[src/include/aebc_pkg.sv]
// Functional notes
// - latch strobe runs during internal code execution
// - suppress bit stops strobe except external cycles
// - suppressed strobe pin released, weakly pulled high
// - bit 7 set disables port weak pull-ups
// - read/write strobes last 6 or 30 clocks
// - reset 0X0X1100, whole-byte writes only
package aebc_pkg;

    // register indices; byte address is four times the index
    localparam logic [7:0]  AUX_IDX        = 8'h8e;
    localparam logic [7:0]  STAT_IDX       = 8'h8f;
    localparam int          AXI_ADDR_W     = 12;
    localparam logic [11:0] AUX_ADDR       = {2'h0, AUX_IDX, 2'h0};
    localparam logic [11:0] STAT_ADDR      = {2'h0, STAT_IDX, 2'h0};

    // control field positions
    localparam int          BIT_SUPPRESS   = 0;
    localparam int          BIT_OFFCHIP    = 1;
    localparam int          BIT_SIZE_LO    = 2;
    localparam int          BIT_SIZE_HI    = 3;
    localparam int          BIT_STRETCH    = 5;
    localparam int          BIT_PULLUP_DIS = 7;

    // reset value and writable bits; reserved 6 and 4 are not stored
    localparam logic [7:0]  AUX_RESET      = 8'h0c;
    localparam logic [7:0]  AUX_WMASK      = 8'haf;

    // phase lengths in core clock periods
    localparam logic [4:0]  ALE_CYC        = 5'h02;
    localparam logic [4:0]  STROBE_SHORT   = 5'h06;
    localparam logic [4:0]  STROBE_LONG    = 5'h1e;

    localparam logic [1:0]  RESP_OKAY      = 2'h0;
    localparam logic [1:0]  RESP_SLVERR    = 2'h2;

    typedef enum logic [2:0] {
        KIND_INTERNAL = 3'b000,
        KIND_FETCH    = 3'b001,
        KIND_CODE     = 3'b010,
        KIND_XREAD    = 3'b011,
        KIND_XWRITE   = 3'b100
    } aebc_kind_t;

    typedef enum logic [1:0] {
        ST_IDLE   = 2'b00,
        ST_ALE    = 2'b01,
        ST_STROBE = 2'b10,
        ST_DONE   = 2'b11
    } aebc_state_t;

    // expanded ram size in bytes for a size code
    function automatic logic [10:0] xramSize(input logic [1:0] code);
        return {1'b0, code, 8'h00} + 11'h100;
    endfunction

endpackage

[src/logic/aebc_phase_timer.sv]
module aebc_phase_timer #(
    parameter int W = 5
) (
    // clock and reset
    input  wire logic         core_clk,
    input  wire logic         rst_n,
    // control
    input  wire logic         load,
    input  wire logic [W-1:0] count,
    // status
    output logic              last
);

    logic [W-1:0] cnt_ff;
    logic [W-1:0] nxt_cnt;

    always_comb begin
        nxt_cnt = cnt_ff;
        if (load) begin
            nxt_cnt = count;
        end else if (cnt_ff != '0) begin
            nxt_cnt = cnt_ff - W'(1);
        end
    end

    always_ff @(posedge core_clk) begin
        if (!rst_n) begin
            cnt_ff <= '0;
        end else begin
            cnt_ff <= nxt_cnt;
        end
    end

    // high in the final cycle of a loaded phase
    assign last = (cnt_ff == W'(1));

endmodule // aebc_phase_timer

[src/logic/aebc_ram_router.sv]
module aebc_ram_router (
    // data move target
    input  wire logic [15:0] addr,
    // configuration
    input  wire logic [1:0]  sizeCode,
    input  wire logic        offchipSel,
    // result
    output logic [10:0]      sizeBytes,
    output logic             onchip
);

    always_comb begin
        sizeBytes = aebc_pkg::xramSize(sizeCode);
        // addresses beyond the on-chip size still go out on the bus
        onchip = !offchipSel && (addr < {5'h00, sizeBytes});
    end

endmodule // aebc_ram_router

[src/logic/aebc_top.sv]
module aebc_top (
    // clock and reset
    input  wire logic                     core_clk,
    input  wire logic                     rst_n,
    // axi4-lite write address
    input  wire logic [11:0]              s_axi_awaddr,
    input  wire logic                     s_axi_awvalid,
    output logic                          s_axi_awready,
    // axi4-lite write data
    input  wire logic [31:0]              s_axi_wdata,
    input  wire logic [3:0]               s_axi_wstrb,
    input  wire logic                     s_axi_wvalid,
    output logic                          s_axi_wready,
    // axi4-lite write response
    output logic [1:0]                    s_axi_bresp,
    output logic                          s_axi_bvalid,
    input  wire logic                     s_axi_bready,
    // axi4-lite read address
    input  wire logic [11:0]              s_axi_araddr,
    input  wire logic                     s_axi_arvalid,
    output logic                          s_axi_arready,
    // axi4-lite read data
    output logic [31:0]                   s_axi_rdata,
    output logic [1:0]                    s_axi_rresp,
    output logic                          s_axi_rvalid,
    input  wire logic                     s_axi_rready,
    // core bus-cycle request
    input  wire logic                     reqValid,
    input  wire aebc_pkg::aebc_kind_t     reqKind,
    input  wire logic [15:0]              reqAddr,
    output logic                          reqReady,
    output logic                          doneValid,
    output logic                          doneOnchip,
    // external bus pins
    output logic                          aleOut,
    output logic                          aleOeN,
    output logic                          alePullupEn,
    output logic                          rdStrobeN,
    output logic                          wrStrobeN,
    // configuration to the chip
    output logic                          portPullupEn,
    output logic [10:0]                   xramBytes,
    output logic                          offchipRamSel
);

    function automatic logic regHit(input logic [11:0] a, input logic [11:0] base);
        return a[11:2] == base[11:2];
    endfunction

    // register bus state
    logic                  awHeld_ff;
    logic                  nxt_awHeld;
    logic [11:0]           awAddr_ff;
    logic [11:0]           nxt_awAddr;
    logic                  wHeld_ff;
    logic                  nxt_wHeld;
    logic [7:0]            wData_ff;
    logic [7:0]            nxt_wData;
    logic                  wLow_ff;
    logic                  nxt_wLow;
    logic                  bValid_ff;
    logic                  nxt_bValid;
    logic [1:0]            bResp_ff;
    logic [1:0]            nxt_bResp;
    logic                  rValid_ff;
    logic                  nxt_rValid;
    logic [31:0]           rData_ff;
    logic [31:0]           nxt_rData;
    logic [1:0]            rResp_ff;
    logic [1:0]            nxt_rResp;
    logic [7:0]            aux_ff;
    logic [7:0]            nxt_aux;

    // sequencer state
    aebc_pkg::aebc_state_t state_ff;
    aebc_pkg::aebc_state_t nxt_state;
    aebc_pkg::aebc_kind_t  kind_ff;
    aebc_pkg::aebc_kind_t  nxt_kind;
    logic                  onchip_ff;
    logic                  nxt_onchip;
    logic                  tmrLoad;
    logic [4:0]            tmrCount;
    logic                  tmrLast;
    logic                  routeOnchip;

    // pin state
    logic                  ale_ff;
    logic                  nxt_ale;
    logic                  aleOeN_ff;
    logic                  nxt_aleOeN;
    logic                  rdN_ff;
    logic                  nxt_rdN;
    logic                  wrN_ff;
    logic                  nxt_wrN;

    logic                  suppress;
    logic                  isDataMove;
    logic [31:0]           statusWord;

    assign suppress   = aux_ff[aebc_pkg::BIT_SUPPRESS];
    assign isDataMove = (reqKind == aebc_pkg::KIND_XREAD) || (reqKind == aebc_pkg::KIND_XWRITE);

    aebc_ram_router i_aebc_ram_router (
        .addr       (reqAddr),
        .sizeCode   (aux_ff[aebc_pkg::BIT_SIZE_HI:aebc_pkg::BIT_SIZE_LO]),
        .offchipSel (aux_ff[aebc_pkg::BIT_OFFCHIP]),
        .sizeBytes  (xramBytes),
        .onchip     (routeOnchip)
    );

    aebc_phase_timer #(
        .W (5)
    ) i_aebc_phase_timer (
        .core_clk (core_clk),
        .rst_n    (rst_n),
        .load     (tmrLoad),
        .count    (tmrCount),
        .last     (tmrLast)
    );

    // register bus: address and data are taken independently, write fires once both are held
    always_comb begin
        nxt_awHeld = awHeld_ff;
        nxt_awAddr = awAddr_ff;
        nxt_wHeld  = wHeld_ff;
        nxt_wData  = wData_ff;
        nxt_wLow   = wLow_ff;
        nxt_bValid = bValid_ff;
        nxt_bResp  = bResp_ff;
        nxt_aux    = aux_ff;
        if (s_axi_awvalid && s_axi_awready) begin
            nxt_awHeld = 1'b1;
            nxt_awAddr = s_axi_awaddr;
        end
        if (s_axi_wvalid && s_axi_wready) begin
            nxt_wHeld = 1'b1;
            nxt_wData = s_axi_wdata[7:0];
            nxt_wLow  = s_axi_wstrb[0];
        end
        if (awHeld_ff && wHeld_ff) begin
            nxt_awHeld = 1'b0;
            nxt_wHeld  = 1'b0;
            nxt_bValid = 1'b1;
            nxt_bResp  = aebc_pkg::RESP_OKAY;
            if (regHit(awAddr_ff, aebc_pkg::AUX_ADDR)) begin
                // no bit-level update: only a full low byte lane writes
                if (wLow_ff) begin
                    nxt_aux = wData_ff & aebc_pkg::AUX_WMASK;
                end
            end else if (!regHit(awAddr_ff, aebc_pkg::STAT_ADDR)) begin
                nxt_bResp = aebc_pkg::RESP_SLVERR;
            end
        end
        if (s_axi_bvalid && s_axi_bready) begin
            nxt_bValid = 1'b0;
        end
    end

    always_ff @(posedge core_clk) begin
        if (!rst_n) begin
            awHeld_ff <= 1'b0;
            awAddr_ff <= 12'h000;
            wHeld_ff  <= 1'b0;
            wData_ff  <= 8'h00;
            wLow_ff   <= 1'b0;
            bValid_ff <= 1'b0;
            bResp_ff  <= aebc_pkg::RESP_OKAY;
            aux_ff    <= aebc_pkg::AUX_RESET;
        end else begin
            awHeld_ff <= nxt_awHeld;
            awAddr_ff <= nxt_awAddr;
            wHeld_ff  <= nxt_wHeld;
            wData_ff  <= nxt_wData;
            wLow_ff   <= nxt_wLow;
            bValid_ff <= nxt_bValid;
            bResp_ff  <= nxt_bResp;
            aux_ff    <= nxt_aux;
        end
    end

    assign statusWord = {27'h000_0000, !wrN_ff, !rdN_ff, aleOeN_ff, ale_ff, (state_ff != aebc_pkg::ST_IDLE)};

    // read channel; reserved bits 6 and 4 read as zero
    always_comb begin
        nxt_rValid = rValid_ff;
        nxt_rData  = rData_ff;
        nxt_rResp  = rResp_ff;
        if (s_axi_arvalid && s_axi_arready) begin
            nxt_rValid = 1'b1;
            nxt_rResp  = aebc_pkg::RESP_OKAY;
            if (regHit(s_axi_araddr, aebc_pkg::AUX_ADDR)) begin
                nxt_rData = {24'h00_0000, aux_ff};
            end else if (regHit(s_axi_araddr, aebc_pkg::STAT_ADDR)) begin
                nxt_rData = statusWord;
            end else begin
                nxt_rData = 32'h0000_0000;
                nxt_rResp = aebc_pkg::RESP_SLVERR;
            end
        end else if (s_axi_rvalid && s_axi_rready) begin
            nxt_rValid = 1'b0;
        end
    end

    always_ff @(posedge core_clk) begin
        if (!rst_n) begin
            rValid_ff <= 1'b0;
            rData_ff  <= 32'h0000_0000;
            rResp_ff  <= aebc_pkg::RESP_OKAY;
        end else begin
            rValid_ff <= nxt_rValid;
            rData_ff  <= nxt_rData;
            rResp_ff  <= nxt_rResp;
        end
    end

    assign s_axi_awready = !awHeld_ff && !bValid_ff;
    assign s_axi_wready  = !wHeld_ff && !bValid_ff;
    assign s_axi_bvalid  = bValid_ff;
    assign s_axi_bresp   = bResp_ff;
    assign s_axi_arready = !rValid_ff;
    assign s_axi_rvalid  = rValid_ff;
    assign s_axi_rdata   = rData_ff;
    assign s_axi_rresp   = rResp_ff;

    // bus-cycle sequencer
    always_comb begin
        nxt_state  = state_ff;
        nxt_kind   = kind_ff;
        nxt_onchip = onchip_ff;
        tmrLoad    = 1'b0;
        tmrCount   = aebc_pkg::ALE_CYC;
        case (state_ff)
            aebc_pkg::ST_IDLE: begin
                if (reqValid) begin
                    nxt_kind   = reqKind;
                    nxt_onchip = isDataMove && routeOnchip;
                    if (isDataMove && routeOnchip) begin
                        nxt_state = aebc_pkg::ST_DONE;
                    end else if (reqKind == aebc_pkg::KIND_INTERNAL && suppress) begin
                        nxt_state = aebc_pkg::ST_DONE;
                    end else begin
                        // internal cycles strobe too unless suppressed
                        nxt_state = aebc_pkg::ST_ALE;
                        tmrLoad   = 1'b1;
                    end
                end
            end
            aebc_pkg::ST_ALE: begin
                if (tmrLast) begin
                    if (kind_ff == aebc_pkg::KIND_XREAD || kind_ff == aebc_pkg::KIND_XWRITE) begin
                        nxt_state = aebc_pkg::ST_STROBE;
                        tmrLoad   = 1'b1;
                        // stretch sampled at strobe start; a later write waits for the next move
                        tmrCount  = aux_ff[aebc_pkg::BIT_STRETCH] ? aebc_pkg::STROBE_LONG
                                                                  : aebc_pkg::STROBE_SHORT;
                    end else begin
                        nxt_state = aebc_pkg::ST_DONE;
                    end
                end
            end
            aebc_pkg::ST_STROBE: begin
                if (tmrLast) begin
                    nxt_state = aebc_pkg::ST_DONE;
                end
            end
            aebc_pkg::ST_DONE: begin
                nxt_state = aebc_pkg::ST_IDLE;
            end
            default: begin
                nxt_state = aebc_pkg::ST_IDLE;
            end
        endcase
    end

    // pin values follow the next state so they line up with the phase
    always_comb begin
        nxt_ale    = (nxt_state == aebc_pkg::ST_ALE);
        // pin released whenever suppressed and no strobe is due
        nxt_aleOeN = suppress && (nxt_state != aebc_pkg::ST_ALE);
        nxt_rdN    = !(nxt_state == aebc_pkg::ST_STROBE && nxt_kind == aebc_pkg::KIND_XREAD);
        nxt_wrN    = !(nxt_state == aebc_pkg::ST_STROBE && nxt_kind == aebc_pkg::KIND_XWRITE);
    end

    always_ff @(posedge core_clk) begin
        if (!rst_n) begin
            state_ff  <= aebc_pkg::ST_IDLE;
            kind_ff   <= aebc_pkg::KIND_INTERNAL;
            onchip_ff <= 1'b0;
            ale_ff    <= 1'b0;
            aleOeN_ff <= 1'b0;
            rdN_ff    <= 1'b1;
            wrN_ff    <= 1'b1;
        end else begin
            state_ff  <= nxt_state;
            kind_ff   <= nxt_kind;
            onchip_ff <= nxt_onchip;
            ale_ff    <= nxt_ale;
            aleOeN_ff <= nxt_aleOeN;
            rdN_ff    <= nxt_rdN;
            wrN_ff    <= nxt_wrN;
        end
    end

    assign reqReady      = (state_ff == aebc_pkg::ST_IDLE);
    assign doneValid     = (state_ff == aebc_pkg::ST_DONE);
    assign doneOnchip    = onchip_ff;
    assign aleOut        = ale_ff;
    assign aleOeN        = aleOeN_ff;
    assign alePullupEn   = aleOeN_ff;
    assign rdStrobeN     = rdN_ff;
    assign wrStrobeN     = wrN_ff;
    assign portPullupEn  = !aux_ff[aebc_pkg::BIT_PULLUP_DIS];
    assign offchipRamSel = aux_ff[aebc_pkg::BIT_OFFCHIP];

endmodule // aebc_top

[config.mk]
export PLATFORM = sky130hd
export DESIGN_NAME = aebc_top
export DESIGN_NICKNAME = d
export VERILOG_FILES = /design/src/include/aebc_pkg.sv /design/src/logic/aebc_phase_timer.sv /design/src/logic/aebc_ram_router.sv /design/src/logic/aebc_top.sv
export SDC_FILE = /design/constraint.sdc
export NUM_CORES = 1
export LEC_CHECK = 0
export BUFFER_PORTS_ARGS = -buffer_cell sky130_fd_sc_hd__clkbuf_2
export CORE_ASPECT_RATIO = 1.25
export CORE_MARGIN = 3
export CORE_UTILIZATION = 30
export CTS_CLUSTER_DIAMETER = 40
export DETAILED_ROUTE_END_ITERATION = 16
export PLACE_DENSITY_LB_ADDON = 0.1
export RECOVER_POWER = 100
export SLEW_MARGIN = 20
export SYNTH_ARGS = -nofsm -noshare
export SYNTH_HDL_FRONTEND = slang
export SYNTH_SLANG_ARGS = --single-unit
[constraint.sdc]
create_clock -name core_clk -period 1.6 [get_ports core_clk]
set_input_delay 0.32 -clock core_clk [delete_from_list [all_inputs] [get_ports core_clk]]
set_output_delay 0.32 -clock core_clk [all_outputs]
set_load 0.01 [all_outputs]
# == Word level (Yosys, flattened, before mapping) ==
# Index checks and enable logic that the tools add are counted.
# totals
register_bits,82
out_inout_bits,62
# classes
addsub,2
order_cmp,1
n_eq_ne,17
muxes,29
bitwise_logic,1
reduce_logical,36
# op_table
operator,count
"10-bit by 8-bit equality test with 1-bit output, second input constant",4
5-bit two-way mux,7
2-bit two-way mux,9
16-bit by 11-bit less-than comparator with 1-bit output,1
1-bit logical AND,14
"10-bit by 9-bit adder with 11-bit output, second input constant",1
1-bit zero test,10
"3-bit by 2-bit equality test with 1-bit output, second input constant",3
"3-bit equality test, second input constant",3
1-bit two-way mux,8
8-bit two-way mux,1
2-bit one-hot mux with 4 select lines,1
"2-bit equality test, second input constant",3
3-bit two-way mux,2
2-bit nonzero test,3
"5-bit by 1-bit equality test with 1-bit output, second input constant",1
5-bit nonzero test,1
"5-bit by 1-bit subtractor with 5-bit output, second input constant",1
"2-bit by 1-bit equality test with 1-bit output, second input constant",2
2-bit OR reduction,2
3-bit zero test,1
3-bit AND reduction,1
2-bit zero test,1
1-bit logical OR,2
4 further kinds,4

# == Depth between registers and ports, before layout ==
# Gate-level depths: netlist (run 1).
# logic_depth
ltp_word,10
depth_mapped,7

# == Modules after synthesis ==
# Synthesis (run 1) repeated with hierarchy kept, for this count alone.
# hier_totals
cells_unflattened,298
hier_area_um2,2557.5
# by_module_without_submodules
module,instances,cells_per_inst,area_each_um2,seq_area_each_um2
aebc_top,1,244,2108.3,920.9
aebc_phase_timer,1,34,299.0,100.1
aebc_ram_router,1,20,150.1,0.0

# == Worst setup path before layout (run 1) ==
# Ideal clock, no wire load.
# synth_path
path_type,reg2reg
from,reg aux_ff[2]
to,reg i_aebc_phase_timer.cnt_ff[3]
arrival_ns,1.663
setup_slack_ns,-0.155
path_stages_with_launch,8
cell_sequence,dfxtp_1 ha_1 inv_1 ha_1 o21a_1 o21a_1 o21a_1 o32ai_1
# synth_between
elab_chain_cells,8
# synth_lines
item,line,source
"start, declared",aebc_top.sv:71,logic [7:0] aux_ff;
"start signal, assigned",aebc_top.sv:168,aux_ff <= aebc_pkg::AUX_RESET;
"start signal, assigned",aebc_top.sv:177,aux_ff <= nxt_aux;
10-bit by 9-bit adder with 11-bit output (*),aebc_pkg.sv:54,"return {1'b0, code, 8'h00} + 11'h100;"
net xramBytes[9],aebc_top.sv:42,"output logic [10:0] xramBytes,"
16-bit by 11-bit less-than comparator with 1-bit output (*),aebc_ram_router.sv:15,"onchip = !offchipSel && (addr < {5'h00, sizeBytes});"
1-bit logical AND (*),aebc_ram_router.sv:15,
1-bit logical AND (*),aebc_top.sv:237,if (isDataMove && routeOnchip) begin
1-bit two-way mux (*),aebc_top.sv:237,
1-bit two-way mux (*),aebc_top.sv:234,if (reqValid) begin
1-bit one-hot mux with 2 select lines (*),aebc_top.sv:232,case (state_ff)
5-bit two-way mux or 2-bit nonzero test (tied branches),-,
"end signal, assigned",aebc_phase_timer.sv:30,cnt_ff <= nxt_cnt;
"end, declared",aebc_phase_timer.sv:14,logic [W-1:0] cnt_ff;
# The timed path passes the listed nets; every way through them passes the cells marked *.
# A chain may end at the register's enable or synchronous reset.

# == Worst setup path in the final report (run 1) ==
# layout_path
from,reg aux_ff[3]
to,reg i_aebc_phase_timer.cnt_ff[1]
# layout_between
elab_chain_cells,8
# layout_lines
item,line
10-bit by 9-bit adder with 11-bit output (*),aebc_pkg.sv:54
16-bit by 11-bit less-than comparator with 1-bit output (*),aebc_ram_router.sv:15
1-bit logical AND (*),aebc_ram_router.sv:15
1-bit logical AND (*),aebc_top.sv:237
1-bit two-way mux (*),aebc_top.sv:237
1-bit two-way mux (*),aebc_top.sv:234
1-bit one-hot mux with 2 select lines (*),aebc_top.sv:232
5-bit two-way mux or 2-bit nonzero test (tied branches),-
# Every way passes the cells marked *; elsewhere a longest branch is shown, timed or not.

==> impl_results.md, run 1 <==
- Outcome: finished with violations
- Failing checks: setup timing
- Port-buffer cells: around 70
- Starting Density: 0.3169
- Filler cell count: 849
- Mapped Cells: 293
- Vias per cell: ~4.5
- Worst vdd ir: 0.0005036 V
- H-tree levels: 2
- Period utilisation layout: 1.043
- Final nets: 476
- Die extent in y: about 110 µm
- Finished Layout Cells: 480
- RePlAce Congestion: around 0.75
- CP Cell Sequence: ha_4 -> inv_2 -> ha_4 -> o21a_1 -> o21a_2 -> o21a_4 -> o21a_1
- DR vias: 2144
- Post-synth ARST share: 0
- Multi-input logic area: 0.001334 mm²
- RSZ-0062 raised after global routing: true
- # IOs: 149
- HP Class: in -> reg
- Global-route wire length before repair: 9370 µm
- Initial antenna violation count: 0
- Final setup TNS: -0.3931 ns
- Bufs and invs on worst path: 1
- Die X: 88.08 µm
- Overall routing resource usage: 0.1254
- Design area: 0.003139 mm²
- Final hold violation count: 0
- Max_cap viols: 0
- CP Data Arrival Time: 1.88 ns
- Top cell type by total area after synthesis: dfxtp_1
- Kind of critical path: reg -> reg
- Register area: 0.001023 mm²
- Tmin final: 1.670 ns
- Post-synth EDFFs: 0
- Crit start category: flop
- Commonest non-fill, non-tap cell in the layout: clkbuf_2
- Worst setup EP type: flop
- Register area share after synthesis: 0.4042
- Post-synth top flop: dfxtp_1
- Final core occ: 0.3938
- Inserted Diodes: 0
- Syn-to-layout area delta: 24.27%
- Syn_area_per_cell: between 8 and 9 µm²
- Layout Skew: approximately 0.016 ns
- Row count: 36
- Commonest cells after routing, fill and taps aside: 51 x clkbuf_2, 49 x dfxtp_1, 35 x conb_1
- Overall Power: ~3.3 mW
- P_leak: 1.356 nW
- Synth area leaders: dfxtp_1 40%, buf_4 11%, mux2i_1 6.3%
- Final ANT Viol Nets: 0
- Worst skew pair latency: just over 0.3 ns
- Max-slew headroom: 0.6322
- Placed instance count: 472
- DIE AREA: around 0.0096 mm²
- Global route total overflow: 0
- Seq cells post-synth: 51
- Warnings from Yosys: 0
- DR WL/cell: approximately 13 µm
- Detailed Route Iter0 Violations: 79
- Crit path max fanout: 7
- Clock-pin transition on the worst setup and hold timing paths: 0.11 ns
- Share of layout cells above drive strength 1: 0.2545
- TritonCTS buffer count: 5
- Worst setup margin: -0.06958 ns
- Final setup vio count: 11
- DPL Wire Length: 4846 µm
- Cell variety after synth: 42
- Max Slew Vio Count: 0
- Synth Cell Area: ~0.0025 mm²
- Largest net degree at the start of global routing: 18
- Clock tree from TritonCTS: built
- Wirelength, routed: 6072 µm
- DR DRC count: 0
- Pre-antenna DRT Iters: 4
- CTS Buffer Depth: 2
- Critical-path top delay cell: dfxtp_2
- Vias in the first global route: just over 2000
- CORE AREA: between 0.007 and 0.008 mm²
- Worst Tran Pin Value: 0.5517 ns
- CTS Sinks: 51
- Power per Cell Area: 1041 mW/mm²
- Peak Freq: 0.5990 GHz
- Top delay family on crit path: compound AO/OA/AOI/OAI gates
- Cell Area, Placed: 0.003037 mm²
- Clk root buf: clkbuf_8
- Synth top area share: 0.4042
- Worst path required time: 1.81 ns
- Worst path max stage delay: approximately 0.35 ns
logic make-up (layout without fill, tap and decap cells):
family | count (synthesis) | in the layout | share of synthesized area
other | 1 | 35 | 0.001484
AND/OR/NAND/NOR | 106 | 106 | 0.2189
AO/OA/AOI/OAI | 49 | 49 | 0.1243
multiplexers | 19 | 19 | 0.07677
buffers and inverters | 61 | 119 | 0.1461
flip-flops | 51 | 51 | 0.4042
XOR/XNOR | 1 | 1 | 0.003468
adder cells (fa/ha/maj) | 5 | 5 | 0.02476
cells in the mapped netlist, types with 2 or more instances:
| library cell | n |
|---|---|
| nand2b_1 | 4 |
| mux2_2 | 3 |
| mux2i_1 | 16 |
| a22oi_1 | 4 |
| and2_1 | 3 |
| o211ai_1 | 6 |
| inv_1 | 13 |
| nand4b_1 | 2 |
| nor4b_1 | 3 |
| nor2_1 | 32 |
| nor4_4 | 2 |
| buf_4 | 36 |
| a21oi_1 | 20 |
| nor3b_1 | 2 |
| nor2b_1 | 3 |
| o22ai_1 | 2 |
| nor4_1 | 2 |
| nand2_1 | 33 |
| dfxtp_1 | 51 |
| clkbuf_1 | 7 |
| and3b_1 | 2 |
| o21ai_0 | 3 |
| ha_1 | 5 |
| o21a_1 | 7 |
| nand3_1 | 5 |
| buf_2 | 4 |
| a32oi_1 | 3 |
| nor3_1 | 6 |
registers in the layout (all words and copies together), names as in the netlist, 2 cells and up:
name	cells
i_aebc_phase_timer.cnt_ff	5
awAddr_ff	10
aux_ff	6
kind_ff	3
state_ff	2
wData_ff	6
s_axi_rdata	7
final cells by class:
class,count,share of cell area
clock buffers,5,0.02192
clock inverters,3,0.01475
flip-flops and latches,51,0.3260
well taps,95,0.03786
multi-input cells,215,0.4249
repair buffers,97,0.1578
inverters,14,0.01674
report_power, final:
group	total, mW	switching (mW)	leakage [nW]	internal, mW
sequential	1.44	0.0718	0.416	1.37
clock	0.915	0.443	0.0548	0.472
combinational	0.910	0.468	0.885	0.441
worst min-delay path: cells and delay by family:
kind | cells | cell delay, ns
compound gates | 1 | 0.05
buf+inv | 1 | 0.08
simple gates | 1 | 0.04
through the flow:
stage                     hold slack [ns]  worst slack (ns)
after detailed placement           0.4444           -0.2268
after global routing               0.2184           -0.1409
after floorplan                    0.4311          -0.02480
final                              0.2198          -0.06958
after global placement             0.4371           -0.2855
after CTS                          0.2148           -0.1101
layer usage:
metal | routed length [µm] | part of all wire | track usage | vias up
met4 | 37 | 0.0061 | 0.03132 | 0
met1 | 2562 | 0.42 | 0.1481 | 970
met2 | 3160 | 0.52 | 0.2252 | 62
li1 | - | - | - | 1108
met5 | 0 | 0 | 0 | -
met3 | 311 | 0.051 | 0.03049 | 4
worst paths after layout:
path | from | end | slack [ns] | cells past startpoint
max | aux_ff[3]$_SDFFE_PN1P_ | i_aebc_phase_timer.cnt_ff[1]$_SDFFE_PN0P_ | -0.07 | 7
max reg2reg | aux_ff[3]$_SDFFE_PN1P_ | i_aebc_phase_timer.cnt_ff[1]$_SDFFE_PN0P_ | -0.07 | 7
min reg2reg | awAddr_ff[5]$_SDFFE_PN0P_ | awAddr_ff[5]$_SDFFE_PN0P_ | 0.45 | 2
min | s_axi_awaddr[4] | awAddr_ff[4]$_SDFFE_PN0P_ | 0.22 | 3
timing repair:
| action | CTS | global route |
|---|---|---|
| setup endpoints to repair | 11 | 12 |
| cloned | 0 | 0 |
| buffers inserted | 0 | 1 |
| pin swaps | 4 | 9 |
| hold buffers | 0 | 0 |
| gates resized for setup | 7 | 5 |
Power figures use the tool's default switching activity.
==> inputs of run 2 (changes only) <==
==> constraint.sdc (replaced) <==
create_clock -name core_clk -period 1.6 [get_ports core_clk]
set_input_delay 0.08 -clock core_clk [delete_from_list [all_inputs] [get_ports core_clk]]
set_output_delay 0.08 -clock core_clk [all_outputs]
set_load 0.01 [all_outputs]
==> run 2 against run 1 <==
Net effect:
- the flow still finishes with violations (setup timing)
- largest power group unchanged
- register-to-register slack lost 0.04 ns
- critical path type unchanged
- highest routed layer unchanged
- worst hold slack lost 0.21 ns
- sequential share of layout area shrank 0.79 points
- via count grew 1.5%
==> impl_results.md, run 2 (synthesis gave the netlist of run 1 again) <==
- Outcome: finished with violations
- Failing checks: setup timing
- Starting Density: 0.3169 (unchanged)
- RePlAce Congestion: 0.8069 (+7.5%)
- Power per Cell Area: 1066 mW/mm² (+2.4%)
- Die X: 88.08 µm (unchanged)
- P_leak: 1.385 nW (+2.2%)
- Overall routing resource usage: 0.1304 (+0.004972)
- HP Class: in -> reg
- Crit start category: flop
- Crit path max fanout: 7 (unchanged)
- CP Cell Sequence: ha_4 -> inv_2 -> ha_4 -> o21a_1 -> o21a_1 -> o21a_4 -> o21a_1
- Max_cap viols: 0 (unchanged)
- Reg-to-Reg Start: aux_ff[2]$_SDFFE_PN1P_
- Worst setup margin: -0.1052 ns (-0.03559 ns)
- H-tree levels: 2 (unchanged)
- DR DRC count: 0 (unchanged)
- Global-route wire length before repair: 9584 µm (+2.3%)
- Dpl ws: -0.1330 ns (+0.09375 ns)
- Initial antenna violation count: 0 (unchanged)
- Clock-pin transition on the worst setup and hold timing paths: 0.09 ns (-0.02 ns)
- Peak Freq: 0.5865 GHz (-2.1%)
- Wirelength, routed: 6262 µm (+3.1%)
- FF-to-FF End: i_aebc_phase_timer.cnt_ff[1]$_SDFFE_PN0P_
- DIE AREA: 0.009565 mm² (unchanged)
- Worst vdd ir: 0.0004252 V (-16%)
- Bufs and invs on worst path: 1 (unchanged)
- Final ANT Viol Nets: 0 (unchanged)
- Vias in the first global route: 1994 (-0.89%)
- Share of layout cells above drive strength 1: 0.2442 (-0.01033)
- Layout Skew: 0.009156 ns (-0.006904 ns)
- WP depth: 7 (unchanged)
- Hold Crit Endpoint: awAddr_ff[2]$_SDFFE_PN0P_
- RSZ-0062 raised after global routing: true
- Inserted Diodes: 0 (unchanged)
- Row count: 36 (unchanged)
- CP Data Arrival Time: 1.91 ns (+0.03 ns)
- Final setup vio count: 9 (-2)
- Pre-antenna DRT Iters: 6 (+2)
- Die extent in y: 108.6 µm (unchanged)
- # IOs: 149 (unchanged)
- DPL Wire Length: 4991 µm (+3.0%)
- CORE AREA: 0.007973 mm² (unchanged)
- Final setup TNS: -0.6123 ns (-0.2192 ns)
- DR WL/cell: 12.94 µm (+2.3%)
- Worst skew pair latency: 0.30 ns (about the same)
- Final hold violation count: 0 (unchanged)
- Top delay family on crit path: compound AO/OA/AOI/OAI gates
- Commonest non-fill, non-tap cell in the layout: dfxtp_1
- R2R setup slack: -0.11 ns (-0.04 ns)
- Tmin final: 1.705 ns (+0.03559 ns)
- Vias per cell: 4.498 (+0.70%)
- Filler cell count: 822 (-3.2%)
- Clk root buf: clkbuf_8
- Number of cells on the worst reg-to-reg path: 7 (unchanged)
- Hold Crit Depth: 3 (unchanged)
- Clock tree from TritonCTS: built
- CTS Sinks: 51 (unchanged)
- Largest reg by FF count: awAddr_ff
- Final core occ: 0.4035 (+0.009730)
- Max Slew Vio Count: 0 (unchanged)
- Worst Tran Pin Value: 0.5427 ns (-0.008945 ns)
- DR vias: 2177 (+1.5%)
- Crit path top cell by count: o21a_1
- CTS Buffer Depth: 2 (unchanged)
- Port-buffer cells: 72 (unchanged)
- Kind of critical path: reg -> reg
- Max-slew headroom: 0.6331 (+0.0008660)
- Cell Area, Placed: 0.003014 mm² (-0.74%)
- Worst path max stage delay: 0.34 ns (about the same)
- Detailed Route Iter0 Violations: 49 (-38%)
- Global route total overflow: 0 (unchanged)
- Period utilisation layout: 1.066 (+0.02224)
- TritonCTS buffer count: 5 (unchanged)
- Design area: 0.003217 mm² (+2.5%)
- Largest register FFs: 10 (unchanged)
- Syn-to-layout area delta: 27.34%
- Worst path required time: 1.81 ns (about the same)
- Largest net degree at the start of global routing: 24 (+6)
- Final nets: 480 (+0.84%)
- Commonest cells after routing, fill and taps aside: 49 x dfxtp_1, 48 x clkbuf_2, 35 x conb_1
- Critical-path top delay cell: dfxtp_2
- Worst hold start: s_axi_awaddr[2]
- Worst setup EP type: flop
-- run 2: changes by cell type in the layout (fill, tap and decap cells not counted), sizes merged --
| cell | change |
|---|---|
| inv | -1 |
| bufinv | +1 |
| dlygate4sd3 | +5 |
| clkinvlp | -1 |
-- run 2: worst max path at each step --
stage               slack [ns]                                      start                                   endpoint
global route             -0.18                     aux_ff[2]$_SDFFE_PN1P_  i_aebc_phase_timer.cnt_ff[3]$_SDFFE_PN0P_
finish                   -0.11                     aux_ff[2]$_SDFFE_PN1P_  i_aebc_phase_timer.cnt_ff[1]$_SDFFE_PN0P_
CTS                      -0.10                     aux_ff[2]$_SDFFE_PN1P_                       wrStrobeN$_SDFF_PN1_
detailed placement       -0.13                     aux_ff[3]$_SDFFE_PN1P_                       wrStrobeN$_SDFF_PN1_
floorplan                -0.02  i_aebc_phase_timer.cnt_ff[0]$_SDFFE_PN0P_  i_aebc_phase_timer.cnt_ff[3]$_SDFFE_PN0P_
global placement         -0.13                     aux_ff[3]$_SDFFE_PN1P_                       wrStrobeN$_SDFF_PN1_
-- run 2: what timing repair did --
item / 4_1_cts / 5_1_grt
setup endpoints to repair: 11 / 13
hold buffers: 5 / 0
pin swaps: 4 / 8
gates resized for setup: 9 / 4
buffers inserted: 0 / 2
hold endpoints to repair: 5 / 0
-- run 2: worst reg2reg max path, stage by stage (launching register included) --
cell     delay (ns)
dfxtp_2        0.34
ha_4           0.26
inv_2          0.04
ha_4           0.20
o21a_1         0.10
o21a_1         0.22
o21a_4         0.26
o21a_1         0.18
-- run 2: area by class of cell --
cell class / count / area, µm² / share of cell area
Multi-Input combinational cell: 215 / 1354 / 0.4208
Sequential cell: 51 / 1023 / 0.3182
Timing Repair Buffer: 101 / 535.5 / 0.1665
Tap cell: 95 / 118.9 / 0.03695
Clock buffer: 6 / 72.57 / 0.02256
Clock inverter: 2 / 60.06 / 0.01867
Inverter: 14 / 52.55 / 0.01634
-- run 2: routing by layer --
metal	routed length (µm)	global-route usage
met5	0	0
met4	132	0.04428
met3	345	0.02973
met2	3258	0.2371
met1	2525	0.1476
-- run 2: per-stage QoR --
step | power [mW] | hold slack (ns) | cells
6_report | 3.430 | 0.009867 | 484
5_1_grt | 3.650 | 0.009295 | 484
4_1_cts | 3.482 | 0.0008843 | 482
3_5_place_dp | 2.388 | 0.3130 | 469
3_3_place_gp | 2.395 | 0.3102 | 469
2_1_floorplan | 2.116 | 0.2160 | 327
-- run 2: power breakdown --
part / switching (mW) / internal (mW)
sequential: 0.0720 / 1.37
clock: 0.413 / 0.625
combinational: 0.477 / 0.471
total: 0.961 / 2.47
==> inputs of run 3 (changes only) <==
clock period = 1.5 ns   (was 1.6 ns; I/O delays follow)
==> run 3 against run 2 <==
Net effect:
- worst hold slack lost 0.00063 ns
- sequential share of layout area shrank 0.88 points
- largest cell class unchanged
- power grew 0.19%
- critical path depth is the same
- register-to-register slack lost 0.06 ns
- first-iteration DRC count shrank 29%
- largest power group unchanged
- combinational power grew 14%
- flip-flop and latch count is the same
- routed wire length grew 4.6%
- clock power shrank 22%
- fmax grew 2.3%
- the flow still finishes with violations (setup timing)
- critical path type unchanged
==> impl_results.md, run 3 (synthesis gave the netlist of run 1 again) <==
- Outcome: finished with violations
- Failing checks: setup timing
- Syn-to-layout area delta: 31.45%
- Power per Cell Area: 1035 mW/mm² (-2.9%)
- Starting Density: 0.3169 (unchanged)
- Multi-input logic area: 0.001386 mm² (+2.4%)
- Max_cap viols: 0 (unchanged)
- TritonCTS buffer count: 5 (unchanged)
- DR vias: 2217 (+1.8%)
- Cell Area, Placed: 0.003065 mm² (+1.7%)
- Largest register FFs: 10 (unchanged)
- CTS Buffer Depth: 2 (unchanged)
- Filler cell count: 861 (+4.7%)
- Peak Freq: 0.5997 GHz (+2.3%)
- Detailed Route Iter0 Violations: 35 (-29%)
- Worst setup margin: -0.1676 ns (-0.06248 ns)
- RePlAce Congestion: 0.7677 (-4.9%)
- Period utilisation layout: 1.112 (+0.04603)
- P_leak: 1.434 nW (+3.6%)
- Vias per cell: 4.470 (-0.63%)
- Final ANT Viol Nets: 0 (unchanged)
- Clock-pin transition on the worst setup and hold timing paths: 0.10 ns (about the same)
- Worst path required time: 1.72 ns (-0.09 ns)
- H-tree levels: 2 (unchanged)
- DR DRC count: 0 (unchanged)
- Register area: 0.001027 mm² (+0.37%)
- Worst setup EP type: flop
- Global route total overflow: 0 (unchanged)
- Inserted Diodes: 0 (unchanged)
- Worst vdd ir: 0.0005426 V (+28%)
- R2R setup slack: -0.17 ns (-0.06 ns)
- Layout Skew: 0.01155 ns (+0.002397 ns)
- Initial antenna violation count: 0 (unchanged)
- Final setup TNS: -1.398 ns (-0.7853 ns)
- Clock tree from TritonCTS: built
- Worst skew pair latency: 0.31 ns (about the same)
- Global-route wire length before repair: 9894 µm (+3.2%)
- Overall routing resource usage: 0.1333 (+0.002922)
- Tmin final: 1.668 ns (-0.03753 ns)
- DPL Wire Length: 5021 µm (+0.59%)
- Wirelength, routed: 6549 µm (+4.6%)
- Largest net degree at the start of global routing: 26 (+8.3%)
- Die X: 88.08 µm (unchanged)
- Port-buffer cells: 72 (unchanged)
- Share of layout cells above drive strength 1: 0.2868 (+0.04257)
- Kind of critical path: reg -> reg
- Final core occ: 0.4165 (+0.01303)
- CORE AREA: 0.007973 mm² (unchanged)
- Hold Slack: 0.009239 ns (-0.0006277 ns)
- CTS Sinks: 51 (unchanged)
- Commonest non-fill, non-tap cell in the layout: clkbuf_2
- Largest reg by FF count: awAddr_ff
- HP Class: in -> reg
- DR WL/cell: 13.20 µm (+2.1%)
- Hold Crit Depth: 3 (unchanged)
- Clk root buf: clkbuf_8
- Finished Layout Cells: 496 (+2.5%)
- Final hold violation count: 0 (unchanged)
- CP Data Arrival Time: 1.88 ns (-0.03 ns)
- Commonest cells after routing, fill and taps aside: 52 x clkbuf_2, 46 x dfxtp_1, 35 x conb_1
- Vias in the first global route: 2114 (+6.0%)
- Crit path max fanout: 7 (unchanged)
- # IOs: 149 (unchanged)
- Final nets: 492 (+2.5%)
- DIE AREA: 0.009565 mm² (unchanged)
- Max Slew Vio Count: 0 (unchanged)
- Die extent in y: 108.6 µm (unchanged)
- Row count: 36 (unchanged)
- RSZ-0062 raised after global routing: true
- Design area: 0.003321 mm² (+3.2%)
- Final setup vio count: 16 (+7)
- Crit start category: flop
- Number of cells on the worst reg-to-reg path: 7 (unchanged)
- Pre-antenna DRT Iters: 4 (-2)
- Placed instance count: 475 (+1.3%)
## run 3: changes by cell type in the layout (fill, tap and decap cells not counted), moves of 2 or more
cell	change
buf_4	+2
buf_6	+2
bufinv_16	-2
clkbuf_1	-4
clkbuf_2	+4
clkinvlp_4	+2
dfxtp_1	-3
dfxtp_2	+3
dlygate4sd3_1	+6
## run 3: path summary, 6_finish.rpt
check                                              end                       from
max reg2reg  i_aebc_phase_timer.cnt_ff[3]$_SDFFE_PN0P_     aux_ff[2]$_SDFFE_PN1P_
min reg2reg                  awAddr_ff[5]$_SDFFE_PN0P_  awAddr_ff[5]$_SDFFE_PN0P_
max          i_aebc_phase_timer.cnt_ff[3]$_SDFFE_PN0P_     aux_ff[2]$_SDFFE_PN1P_
min                           wData_ff[3]$_SDFFE_PN0P_             s_axi_wdata[3]
## run 3: per-layer routing
metal / part of all wire / vias to the layer above / track usage
met5: 0 / - / 0
met4: 0.015 / 0 / 0.04212
met3: 0.046 / 7 / 0.02973
met2: 0.52 / 58 / 0.2360
met1: 0.41 / 1018 / 0.1582
li1: - / 1134 / -
## run 3: stage by stage
step	setup slack, ns	power, mW
2_1_floorplan	-0.1230	2.264
3_3_place_gp	-0.1704	2.563
3_5_place_dp	-0.1955	2.567
4_1_cts	-0.1639	3.439
5_1_grt	-0.2165	3.670
6_report	-0.1676	3.436
## run 3: power breakdown
group | total, mW | internal [mW] | switching [mW]
Sequential | 1.55 | 1.47 | 0.0821
Combinational | 1.08 | 0.547 | 0.534
Clock | 0.806 | 0.326 | 0.480
Total | 3.44 | 2.34 | 1.10
## run 3: final cells by class
type                    instances  share of cell area
clock inverters                 3            0.006029
multi-input cells             215              0.4175
well taps                      95             0.03580
inverters                      14             0.01583
flip-flops and latches         51              0.3093
clock buffers                   5             0.02072
repair buffers                113              0.1948
## run 3: critical path, stage by stage, from the launching register on
cell	delay, ns
dfxtp_2	0.35
ha_4	0.27
inv_2	0.04
ha_4	0.19
o21a_1	0.09
o21a_1	0.19
o21a_4	0.24
o32ai_2	0.20
## run 3: timing repair
action,CTS,global route
resized for setup,9,14
pin swaps,7,8
hold endpoints to repair,11,0
hold buffers,11,0
buffers inserted,2,1
setup endpoints to repair,16,18
